`src/nvm_cfg.svh`:
```
`ifndef NVM_CFG_SVH
`define NVM_CFG_SVH

// register byte offsets on the bus
`define NVM_OFF_DATA_LOW  8'h00
`define NVM_OFF_DATA_HIGH 8'h04
`define NVM_OFF_ADDR_LOW  8'h08
`define NVM_OFF_ADDR_HIGH 8'h0C
`define NVM_OFF_CONTROL   8'h10
`define NVM_OFF_UNLOCK    8'h14

// control register field positions
`define NVM_BIT_FLASH_SEL 7
`define NVM_BIT_CFG_SEL   6
`define NVM_BIT_LATCH     5
`define NVM_BIT_ERASE     4
`define NVM_BIT_FAULT     3
`define NVM_BIT_ALLOW     2
`define NVM_BIT_WRITE     1
`define NVM_BIT_READ      0

// unlock pattern, sent in this order
`define NVM_UNLOCK_FIRST  8'h55
`define NVM_UNLOCK_SECOND 8'hAA

// configuration space map
`define NVM_CFG_UID_FIRST 16'h8000
`define NVM_CFG_UID_LAST  16'h8003
`define NVM_CFG_DEV_ID    16'h8006
`define NVM_CFG_WORD_FIRST 16'h8007
`define NVM_CFG_WORD_LAST 16'h8008

// self-timed operation length
`define NVM_PROG_TIME_NS  2000000
`define NVM_CLK_PERIOD_NS 10

// bus responses
`define NVM_RESP_OKAY   2'h0
`define NVM_RESP_SLVERR 2'h2

`endif

```
`src/nvm_pkg.sv`:
```
package nvm_pkg;
	// command shown to the arrays for one cycle
	typedef enum logic [2:0] {
		CMD_NONE       = 3'h0,
		CMD_READ       = 3'h1,
		CMD_LATCH      = 3'h2,
		CMD_LATCH_PROG = 3'h3,
		CMD_ROW_ERASE  = 3'h4,
		CMD_EE_WRITE   = 3'h5
	} nvm_cmd_t;

	typedef enum logic [1:0] {
		SPACE_EEPROM = 2'h0,
		SPACE_FLASH  = 2'h1,
		SPACE_CONFIG = 2'h2
	} nvm_space_t;

	typedef enum logic [3:0] {
		ST_IDLE  = 4'h1,
		ST_READ  = 4'h2,
		ST_LATCH = 4'h4,
		ST_BUSY  = 4'h8
	} nvm_state_t;
endpackage

```
`src/nvm_op_if.sv`:
```
`timescale 1ns/10ps
`default_nettype none

// start/complete handshake between the controller and its operation timer
interface nvm_op_if;
	logic start;
	logic busy;
	logic done;
	modport ctrl (output start, input busy, input done);
	modport timer (input start, output busy, output done);
endinterface

`default_nettype wire

```
`src/nvm_access.sv`:
```
`timescale 1ns/10ps
`default_nettype none
`include "nvm_cfg.svh"

module nvm_access #(
	parameter int unsigned OP_CYCLES = `NVM_PROG_TIME_NS / `NVM_CLK_PERIOD_NS
) (
	input  wire logic        ref_clk,
	input  wire logic        rst_b,
	input  wire logic        s_awvalid,
	output logic             s_awready,
	input  wire logic [31:0] s_awaddr,
	input  wire logic [2:0]  s_awprot,
	input  wire logic        s_wvalid,
	output logic             s_wready,
	input  wire logic [31:0] s_wdata,
	input  wire logic [3:0]  s_wstrb,
	output logic             s_bvalid,
	input  wire logic        s_bready,
	output logic [1:0]       s_bresp,
	input  wire logic        s_arvalid,
	output logic             s_arready,
	input  wire logic [31:0] s_araddr,
	input  wire logic [2:0]  s_arprot,
	output logic             s_rvalid,
	input  wire logic        s_rready,
	output logic [31:0]      s_rdata,
	output logic [1:0]       s_rresp,
	output nvm_pkg::nvm_cmd_t   mem_cmd,
	output nvm_pkg::nvm_space_t mem_space,
	output logic [14:0]      mem_addr,
	output logic [13:0]      mem_wdata,
	input  wire logic [13:0] mem_rdata,
	output logic             cpu_stall
);
	nvm_op_if op ();

	nvm_op_timer #(
		.OP_CYCLES (OP_CYCLES)
	) u_timer (
		.ref_clk (ref_clk),
		.rst_b   (rst_b),
		.op      (op)
	);

	// register contents
	logic [7:0]           data_low;
	logic [5:0]           data_high;
	logic [7:0]           addr_low;
	logic [6:0]           addr_high;
	logic                 flash_space_sel;
	logic                 config_space_sel;
	logic                 latch_only;
	logic                 erase_sel;
	logic                 sequence_fault;
	logic                 program_allow;
	logic                 write_start;
	logic                 read_start;
	logic                 unlock_half;
	logic                 unlock_armed;
	logic                 op_erase;
	nvm_pkg::nvm_state_t  state;
	logic [7:0]           aw_addr;
	logic [7:0]           w_byte;
	logic                 w_lane0;

	// bus write strobes
	logic       wr_fire;
	logic       ctl_wr;
	logic       unlock_wr;
	logic       wr_try;
	logic       rd_try;
	logic       new_cfg;
	logic       new_flash;
	logic       start_ok;
	logic       start_timed;
	logic       finish;
	logic [15:0] cfg_full;

	function automatic logic is_mapped(input logic [7:0] a);
		is_mapped = (a == `NVM_OFF_DATA_LOW) || (a == `NVM_OFF_DATA_HIGH) ||
			(a == `NVM_OFF_ADDR_LOW) || (a == `NVM_OFF_ADDR_HIGH) ||
			(a == `NVM_OFF_CONTROL) || (a == `NVM_OFF_UNLOCK);
	endfunction

	// config words and device id may be read but never written
	function automatic logic cfg_readable(input logic [15:0] a);
		cfg_readable = (a >= `NVM_CFG_UID_FIRST && a <= `NVM_CFG_UID_LAST) ||
			(a == `NVM_CFG_DEV_ID) ||
			(a >= `NVM_CFG_WORD_FIRST && a <= `NVM_CFG_WORD_LAST);
	endfunction

	function automatic logic cfg_writable(input logic [15:0] a);
		cfg_writable = (a >= `NVM_CFG_UID_FIRST) && (a <= `NVM_CFG_UID_LAST);
	endfunction

	// write happens once both address and data are held and no response is pending
	assign wr_fire   = !s_awready && !s_wready && !s_bvalid;
	assign ctl_wr    = wr_fire && w_lane0 && (aw_addr == `NVM_OFF_CONTROL);
	assign unlock_wr = wr_fire && w_lane0 && (aw_addr == `NVM_OFF_UNLOCK);
	assign wr_try    = ctl_wr && w_byte[`NVM_BIT_WRITE];
	assign rd_try    = ctl_wr && w_byte[`NVM_BIT_READ] && (state == nvm_pkg::ST_IDLE);
	assign new_cfg   = w_byte[`NVM_BIT_CFG_SEL];
	assign new_flash = w_byte[`NVM_BIT_FLASH_SEL];
	assign cfg_full  = {1'b1, addr_high, addr_low};

	// a start needs a fresh unlock, program-allow, an idle engine and a legal target
	assign start_ok = wr_try && (state == nvm_pkg::ST_IDLE) && unlock_armed &&
		w_byte[`NVM_BIT_ALLOW] && (!new_cfg || cfg_writable(cfg_full));
	// only latch-only loads on flash or config space skip the timer
	assign start_timed = start_ok && !(w_byte[`NVM_BIT_LATCH] && (new_cfg || new_flash) &&
		!w_byte[`NVM_BIT_ERASE]);
	assign op.start = start_timed;
	assign finish   = ((state == nvm_pkg::ST_BUSY) && op.done) || (state == nvm_pkg::ST_LATCH);

	// write address channel
	always_ff @(posedge ref_clk or negedge rst_b) begin
		if (!rst_b) begin
			s_awready <= 1'b1;
			aw_addr   <= 8'h00;
		end else if (s_awvalid && s_awready) begin
			s_awready <= 1'b0;
			aw_addr   <= s_awaddr[7:0];
		end else if (s_bvalid && s_bready) begin
			s_awready <= 1'b1;
		end
	end

	// write data channel; registers are one byte wide so only lane 0 counts
	always_ff @(posedge ref_clk or negedge rst_b) begin
		if (!rst_b) begin
			s_wready <= 1'b1;
			w_byte   <= 8'h00;
			w_lane0  <= 1'b0;
		end else if (s_wvalid && s_wready) begin
			s_wready <= 1'b0;
			w_byte   <= s_wdata[7:0];
			w_lane0  <= s_wstrb[0];
		end else if (s_bvalid && s_bready) begin
			s_wready <= 1'b1;
		end
	end

	// write response, raised on the same edge at which the write takes effect
	always_ff @(posedge ref_clk or negedge rst_b) begin
		if (!rst_b) begin
			s_bvalid <= 1'b0;
			s_bresp  <= `NVM_RESP_OKAY;
		end else if (wr_fire) begin
			s_bvalid <= 1'b1;
			s_bresp  <= is_mapped(aw_addr) ? `NVM_RESP_OKAY : `NVM_RESP_SLVERR;
		end else if (s_bready) begin
			s_bvalid <= 1'b0;
		end
	end

	// read channel; reads have no side effects
	always_ff @(posedge ref_clk or negedge rst_b) begin
		if (!rst_b) begin
			s_arready <= 1'b1;
			s_rvalid  <= 1'b0;
			s_rdata   <= 32'h0000_0000;
			s_rresp   <= `NVM_RESP_OKAY;
		end else if (s_arvalid && s_arready) begin
			s_arready <= 1'b0;
			s_rvalid  <= 1'b1;
			s_rresp   <= is_mapped(s_araddr[7:0]) ? `NVM_RESP_OKAY : `NVM_RESP_SLVERR;
			unique case (s_araddr[7:0])
				`NVM_OFF_DATA_LOW:  s_rdata <= {24'h000000, data_low};
				`NVM_OFF_DATA_HIGH: s_rdata <= {24'h000000, 2'h0, data_high};
				`NVM_OFF_ADDR_LOW:  s_rdata <= {24'h000000, addr_low};
				`NVM_OFF_ADDR_HIGH: s_rdata <= {24'h000000, 1'b1, addr_high};
				`NVM_OFF_CONTROL:   s_rdata <= {24'h000000, flash_space_sel, config_space_sel,
					latch_only, erase_sel, sequence_fault, program_allow, write_start, read_start};
				default:            s_rdata <= 32'h0000_0000; // unlock register reads zero
			endcase
		end else if (s_rvalid && s_rready) begin
			s_rvalid  <= 1'b0;
			s_arready <= 1'b1;
		end
	end

	// address registers
	always_ff @(posedge ref_clk or negedge rst_b) begin
		if (!rst_b) begin
			addr_low  <= 8'h00;
			addr_high <= 7'h00;
		end else if (wr_fire && w_lane0) begin
			if (aw_addr == `NVM_OFF_ADDR_LOW) begin
				addr_low <= w_byte;
			end
			if (aw_addr == `NVM_OFF_ADDR_HIGH) begin
				addr_high <= w_byte[6:0];
			end
		end
	end

	// data registers; a completed fetch wins over a bus write in the same cycle
	always_ff @(posedge ref_clk or negedge rst_b) begin
		if (!rst_b) begin
			data_low  <= 8'h00;
			data_high <= 6'h00;
		end else if (state == nvm_pkg::ST_READ) begin
			if (config_space_sel && !cfg_readable(cfg_full)) begin
				data_low  <= 8'h00;
				data_high <= 6'h00;
			end else begin
				data_low  <= mem_rdata[7:0];
				data_high <= mem_rdata[13:8];
			end
		end else if (wr_fire && w_lane0) begin
			if (aw_addr == `NVM_OFF_DATA_LOW) begin
				data_low <= w_byte;
			end
			if (aw_addr == `NVM_OFF_DATA_HIGH) begin
				data_high <= w_byte[5:0];
			end
		end
	end

	// unlock tracker: 55h then AAh arms one start; any control write spends it
	always_ff @(posedge ref_clk or negedge rst_b) begin
		if (!rst_b) begin
			unlock_half  <= 1'b0;
			unlock_armed <= 1'b0;
		end else if (unlock_wr) begin
			unlock_half  <= (w_byte == `NVM_UNLOCK_FIRST);
			unlock_armed <= unlock_half && (w_byte == `NVM_UNLOCK_SECOND);
		end else if (ctl_wr) begin
			unlock_half  <= 1'b0;
			unlock_armed <= 1'b0;
		end
	end

	// plain control bits; selects are frozen while an operation runs
	always_ff @(posedge ref_clk or negedge rst_b) begin
		if (!rst_b) begin
			flash_space_sel  <= 1'b0;
			config_space_sel <= 1'b0;
			latch_only       <= 1'b0;
			program_allow    <= 1'b0;
		end else if (ctl_wr && (state == nvm_pkg::ST_IDLE)) begin
			flash_space_sel  <= w_byte[`NVM_BIT_FLASH_SEL];
			config_space_sel <= w_byte[`NVM_BIT_CFG_SEL];
			latch_only       <= w_byte[`NVM_BIT_LATCH];
			program_allow    <= w_byte[`NVM_BIT_ALLOW];
		end else if (ctl_wr) begin
			program_allow    <= w_byte[`NVM_BIT_ALLOW];
		end
	end

	// erase select is cleared by hardware when a row erase completes
	always_ff @(posedge ref_clk or negedge rst_b) begin
		if (!rst_b) begin
			erase_sel <= 1'b0;
		end else if (finish && op_erase) begin
			erase_sel <= 1'b0;
		end else if (ctl_wr && (state == nvm_pkg::ST_IDLE)) begin
			erase_sel <= w_byte[`NVM_BIT_ERASE];
		end
	end

	// fault flag: any set attempt of write start raises it; the set beats every clear
	always_ff @(posedge ref_clk or negedge rst_b) begin
		if (!rst_b) begin
			sequence_fault <= 1'b0;
		end else if (wr_try) begin
			sequence_fault <= 1'b1;
		end else if (finish) begin
			sequence_fault <= 1'b0; // normal completion
		end else if (ctl_wr) begin
			sequence_fault <= w_byte[`NVM_BIT_FAULT];
		end
	end

	// write start and read start are set-only from software, cleared by hardware
	always_ff @(posedge ref_clk or negedge rst_b) begin
		if (!rst_b) begin
			write_start <= 1'b0;
			read_start  <= 1'b0;
		end else begin
			if (start_ok) begin
				write_start <= 1'b1;
			end else if (finish) begin
				write_start <= 1'b0;
			end
			if (rd_try) begin
				read_start <= 1'b1;
			end else if (state == nvm_pkg::ST_READ) begin
				read_start <= 1'b0;
			end
		end
	end

	// engine: reads take one cycle, latch loads one cycle, the rest run on the timer
	always_ff @(posedge ref_clk or negedge rst_b) begin
		if (!rst_b) begin
			state    <= nvm_pkg::ST_IDLE;
			op_erase <= 1'b0;
		end else begin
			unique case (state)
				nvm_pkg::ST_IDLE: begin
					if (start_timed) begin
						state    <= nvm_pkg::ST_BUSY;
						op_erase <= (new_cfg || new_flash) && w_byte[`NVM_BIT_ERASE];
					end else if (start_ok) begin
						state    <= nvm_pkg::ST_LATCH;
						op_erase <= 1'b0;
					end else if (rd_try) begin
						state <= nvm_pkg::ST_READ;
					end
				end
				nvm_pkg::ST_READ:  state <= nvm_pkg::ST_IDLE;
				nvm_pkg::ST_LATCH: state <= nvm_pkg::ST_IDLE;
				nvm_pkg::ST_BUSY: begin
					if (op.done) begin
						state <= nvm_pkg::ST_IDLE;
					end
				end
			endcase
		end
	end

	// array command, shown for exactly one cycle with address, space and data
	always_ff @(posedge ref_clk or negedge rst_b) begin
		if (!rst_b) begin
			mem_cmd   <= nvm_pkg::CMD_NONE;
			mem_space <= nvm_pkg::SPACE_EEPROM;
			mem_addr  <= 15'h0000;
			mem_wdata <= 14'h0000;
		end else if (start_ok || rd_try) begin
			mem_addr  <= {addr_high, addr_low};
			mem_wdata <= {data_high, data_low};
			mem_space <= new_cfg ? nvm_pkg::SPACE_CONFIG :
				(new_flash ? nvm_pkg::SPACE_FLASH : nvm_pkg::SPACE_EEPROM);
			if (!start_ok) begin
				mem_cmd <= nvm_pkg::CMD_READ;
			end else if (!new_cfg && !new_flash) begin
				mem_cmd <= nvm_pkg::CMD_EE_WRITE;
			end else if (w_byte[`NVM_BIT_ERASE]) begin
				mem_cmd <= nvm_pkg::CMD_ROW_ERASE;
			end else if (w_byte[`NVM_BIT_LATCH]) begin
				mem_cmd <= nvm_pkg::CMD_LATCH;
			end else begin
				mem_cmd <= nvm_pkg::CMD_LATCH_PROG;
			end
		end else begin
			mem_cmd <= nvm_pkg::CMD_NONE;
		end
	end

	// processor stall covers flash and config program/erase only; eeprom writes run behind it
	always_ff @(posedge ref_clk or negedge rst_b) begin
		if (!rst_b) begin
			cpu_stall <= 1'b0;
		end else if (start_timed && (new_cfg || new_flash)) begin
			cpu_stall <= 1'b1;
		end else if (finish) begin
			cpu_stall <= 1'b0;
		end
	end
endmodule

`default_nettype wire

```
`src/nvm_op_timer.sv`:
```
`timescale 1ns/10ps
`default_nettype none

module nvm_op_timer #(
	parameter int unsigned OP_CYCLES = 200000
) (
	input  wire logic ref_clk,
	input  wire logic rst_b,
	nvm_op_if.timer   op
);
	localparam int unsigned CW = $clog2(OP_CYCLES + 1);

	logic [CW-1:0] remain;

	// done pulses OP_CYCLES edges after the start edge; a start while busy is dropped
	always_ff @(posedge ref_clk or negedge rst_b) begin
		if (!rst_b) begin
			remain  <= '0;
			op.busy <= 1'b0;
			op.done <= 1'b0;
		end else begin
			op.done <= 1'b0;
			if (op.start && !op.busy) begin
				remain  <= CW'(OP_CYCLES - 1);
				op.busy <= 1'b1;
			end else if (op.busy) begin
				if (remain == '0) begin
					op.busy <= 1'b0;
					op.done <= 1'b1;
				end else begin
					remain <= remain - 1'b1;
				end
			end
		end
	end
endmodule

`default_nettype wire

```
`config.mk`:
```
export PLATFORM = sky130hd
export DESIGN_NAME = nvm_access
export DESIGN_NICKNAME = d
export VERILOG_FILES = /design/src/nvm_pkg.sv /design/src/nvm_op_if.sv /design/src/nvm_access.sv /design/src/nvm_op_timer.sv
export VERILOG_INCLUDE_DIRS = /design/src
export SDC_FILE = /design/constraint.sdc
export NUM_CORES = 1
export LEC_CHECK = 0
export ABC_AREA = 1
export BUFFER_PORTS_ARGS = -buffer_cell sky130_fd_sc_hd__buf_2
export CAP_MARGIN = 5
export CORE_ASPECT_RATIO = 0.9
export CORE_MARGIN = 4
export CORE_UTILIZATION = 50
export CTS_CLUSTER_DIAMETER = 30
export CTS_CLUSTER_SIZE = 25
export DETAILED_ROUTE_END_ITERATION = 8
export GPL_ROUTABILITY_DRIVEN = 0
export HOLD_SLACK_MARGIN = 0.03
export PLACE_DENSITY_LB_ADDON = 0.12
export SKIP_CTS_REPAIR_TIMING = 1
export SYNTH_ARGS = -nofsm -noshare
export SYNTH_HDL_FRONTEND = slang
export SYNTH_SLANG_ARGS = --single-unit
export TNS_END_PERCENT = 5
```
`constraint.sdc`:
```
create_clock -name ref_clk -period 3.1 [get_ports ref_clk]
set_input_delay 0.465 -clock ref_clk [delete_from_list [all_inputs] [get_ports ref_clk]]
set_output_delay 0.465 -clock ref_clk [all_outputs]
set_load 0.005 [all_outputs]
```
==> results.sh <==
export IMPL_synthTopCellsByArea="dfrtp_1 (50%), nand2_1 (11%), nor2_1 (7.7%), nand3_1 (5.8%), inv_1 (4.6%)"
export IMPL_cp_cell_sequence="nor2_4 -> nand2_1 -> nor2_2 -> nand2_4 -> nor2_4 -> nand2_4 -> nand2_4 -> a21boi_1"
export IMPL_finalHoldViolations=0
export IMPL_io_buffers=95
export IMPL_layout_min_cycle_time_ns=2.07
export IMPL_grt_pass1_wl_um=25600
export IMPL_wire_per_inst_um=14.5
export IMPL_synth_edff_count=0
export IMPL_ys_seq_elements=131
export IMPL_cpMostUsedCell="nand2_4"
export IMPL_power_frac_seq=0.423
export IMPL_slew_headroom=0.513
export IMPL_drv_slew=0
export IMPL_ir_drop_mv=0.504
export IMPL_drt_first_pass_iters=5
export IMPL_die_w_um=127
export IMPL_clkSlewWorstSetupHoldPaths_ns=0.05
export IMPL_grt_max_degree=59
export IMPL_clkPwrFrac=0.342
export IMPL_yosys_area_top_type="dfrtp_1"
export IMPL_synth_seq_area_share=0.514
export IMPL_wl_um=15500
export IMPL_track_usage=0.222
export IMPL_tns_ns=0
export IMPL_grt_pass1_vias=5284
export IMPL_first_iter_violations=420
export IMPL_crit_type="register to register"
export IMPL_pwr_share_comb=0.235
export IMPL_io_pins=203
export IMPL_power_net_switching_w=0.00193
export IMPL_cp_required_ns=3.44
export IMPL_synthFlopType="dfrtp_1"
export IMPL_grt_antenna_before_repair=0
export IMPL_synth_avg_cell_area_um2=8.01
export IMPL_dp_hpwl_um=11200
export IMPL_cpMaxStageDelayCell="dfrtp_1"
export IMPL_powerDensity_nw_per_um2=768
export IMPL_synth_warnings=0
export IMPL_power_total_w=0.00573
export IMPL_synth_cell_types=39
export IMPL_vias_per_cell=5.13
export IMPL_start_kind="register"
export IMPL_drc=0
export IMPL_cts_sinks=131
export IMPL_die_h_um=115
export IMPL_rows=38
export IMPL_fmax_mhz=482
export IMPL_cts_buffers=17
export IMPL_fin_nets=1021
export IMPL_endpoint_kind="register"
export IMPL_grt_overflow=0
export IMPL_synth_top_area_share=0.498
export IMPL_maxCapViolCount=0
export IMPL_tightest_slew_ns=0.731
export IMPL_diodes=0
export IMPL_crit_path_max_incr_delay_ns=0.40
export IMPL_rsz0062_at_grt="false"
export IMPL_p_int_w=0.00380
export IMPL_swShare=0.337
export IMPL_postRouteAntennaNets=0
export IMPL_synth_cells=797
export IMPL_fin_crit_sh=0.669
export IMPL_cts_max_level=4
export IMPL_skew_ns=0.00811
export IMPL_start_util=0.520
export IMPL_status="complete, no violations"
export IMPL_critPathMaxFanout=34
export IMPL_cts_tree="done"
export IMPL_setup_violations=0
export IMPL_core_area_um2=12300
export IMPL_synth_area_um2=6380
export IMPL_final_util=0.608
export IMPL_clock_root_buffer="clkbuf_16"
export IMPL_cts_buffer_depth=2
export IMPL_synthArstFlopShare=1.00
export IMPL_power_leakage_nw=4.07
export IMPL_synthTopCellsByCount="nand2_1 (193), nor2_1 (131), dfrtp_1 (127)"
export IMPL_syn2layout_area_growth_pct=16.9
export IMPL_vias=5468
export IMPL_die_area_um2=14600
export IMPL_final_layout_size_suffix_gt1_frac=0.170
export IMPL_arrival_ns=2.42
export IMPL_yosysMostFrequentCell="nand2_1"
export IMPL_worstSkewPairLatency_ns=0.42
export IMPL_hp_class="primary input to asynchronous set/reset pin"
==> path summary, 6_finish.rpt <==
kind                       startpoint           to  slack [ns]  cells past startpoint
min reg2reg                s_rdata[7]   s_rdata[7]        0.48                      2
min in group ref_clk         s_bready     s_bvalid        0.26                      2
min                             rst_b  mem_addr[5]        0.11                      1
max in group asynchronous       rst_b     state[0]        2.19                      2
max                        aw_addr[1]   mem_cmd[0]        1.03                      8
max reg2reg                aw_addr[1]   mem_cmd[0]        1.03                      8
==> layout by cell type (no fill, tap or decap), drive strengths merged, types with 2 or more instances in the layout <==
cell type,count
nand4,11
conb,26
o22ai,2
a21oi,41
bufinv,2
nor4,2
buf,98
nand3b,4
inv,79
nor3,5
dfstp,4
dfrtp,127
o21ai,52
nor2,136
clkbuf,23
clkinv,5
nand3,76
clkinvlp,2
nand2,198
mux2,6
==> cell families (layout without fill, tap and decap cells) <==
logic type,after synthesis,in the layout,synth area share
simple gates,434,434,0.297
flops,131,131,0.514
buf+inv,125,209,0.0947
compound gates,98,98,0.0796
mux,6,6,0.0106
fa+ha+maj,1,1,0.00196
other cells,1,26,0.000588
xor+xnor,1,1,0.00137
==> worst max-delay path: cells and delay by family (launching register included) <==
family             cells  cell delay, ns
AOI/OAI and AO/OA      1            0.21
DFF                    1            0.40
and+or+nand+nor        7            1.37
==> per-layer routing <==
metal	share of wire	GRT usage
met3	0.059	0.0581
met1	0.45	0.293
met4	0.017	0.0779
met5	0	0
met2	0.48	0.357
==> stage by stage <==
| step | setup slack (ns) | hold WS [ns] | cells | instance area [um2] |
|---|---|---|---|---|
| 5_1_grt | 0.814 | 0.162 | 1066 | 7460 |
| 3_3_place_gp | 1.06 | 0.456 | 1034 | 6880 |
| 4_1_cts | 0.993 | 0.122 | 1066 | 7460 |
| 6_report | 1.03 | 0.106 | 1066 | 7460 |
| 3_5_place_dp | 1.01 | 0.468 | 1034 | 6880 |
| 2_1_floorplan | 1.53 | 0.169 | 822 | 6480 |
==> power by group through the flow <==
stage / Combinational, W / Clock [W] / Sequential, W
4_1_cts: 0.00136 / 0.00199 / 0.00242
3_3_place_gp: 0.00131 / 0 / 0.00243
2_1_floorplan: 0.000946 / 0 / 0.00236
5_1_grt: 0.00154 / 0.00208 / 0.00248
3_5_place_dp: 0.00135 / 0 / 0.00245
6_report: 0.00135 / 0.00196 / 0.00243
==> area by class of cell <==
type | instances | area (um2)
Clock buffer | 23 | 478
Sequential cell | 131 | 3280
Timing Repair Buffer | 98 | 513
Fill cell | 1159 | 4800
Multi-Input combinational cell | 566 | 2590
Clock inverter | 9 | 104
Inverter | 79 | 297
Tap cell | 160 | 200
==> flip-flops by register name (all words and copies together) (netlist names), 2 cells and up <==
register / count
u_timer.remain: 18
mem_addr: 15
mem_wdata: 14
addr_low: 8
aw_addr: 8
data_low: 8
s_rdata: 8
w_byte: 8
addr_high: 7
data_high: 6
state: 4
mem_cmd: 3
mem_space: 2
Note: power is estimated with default switching activity, not from simulation.
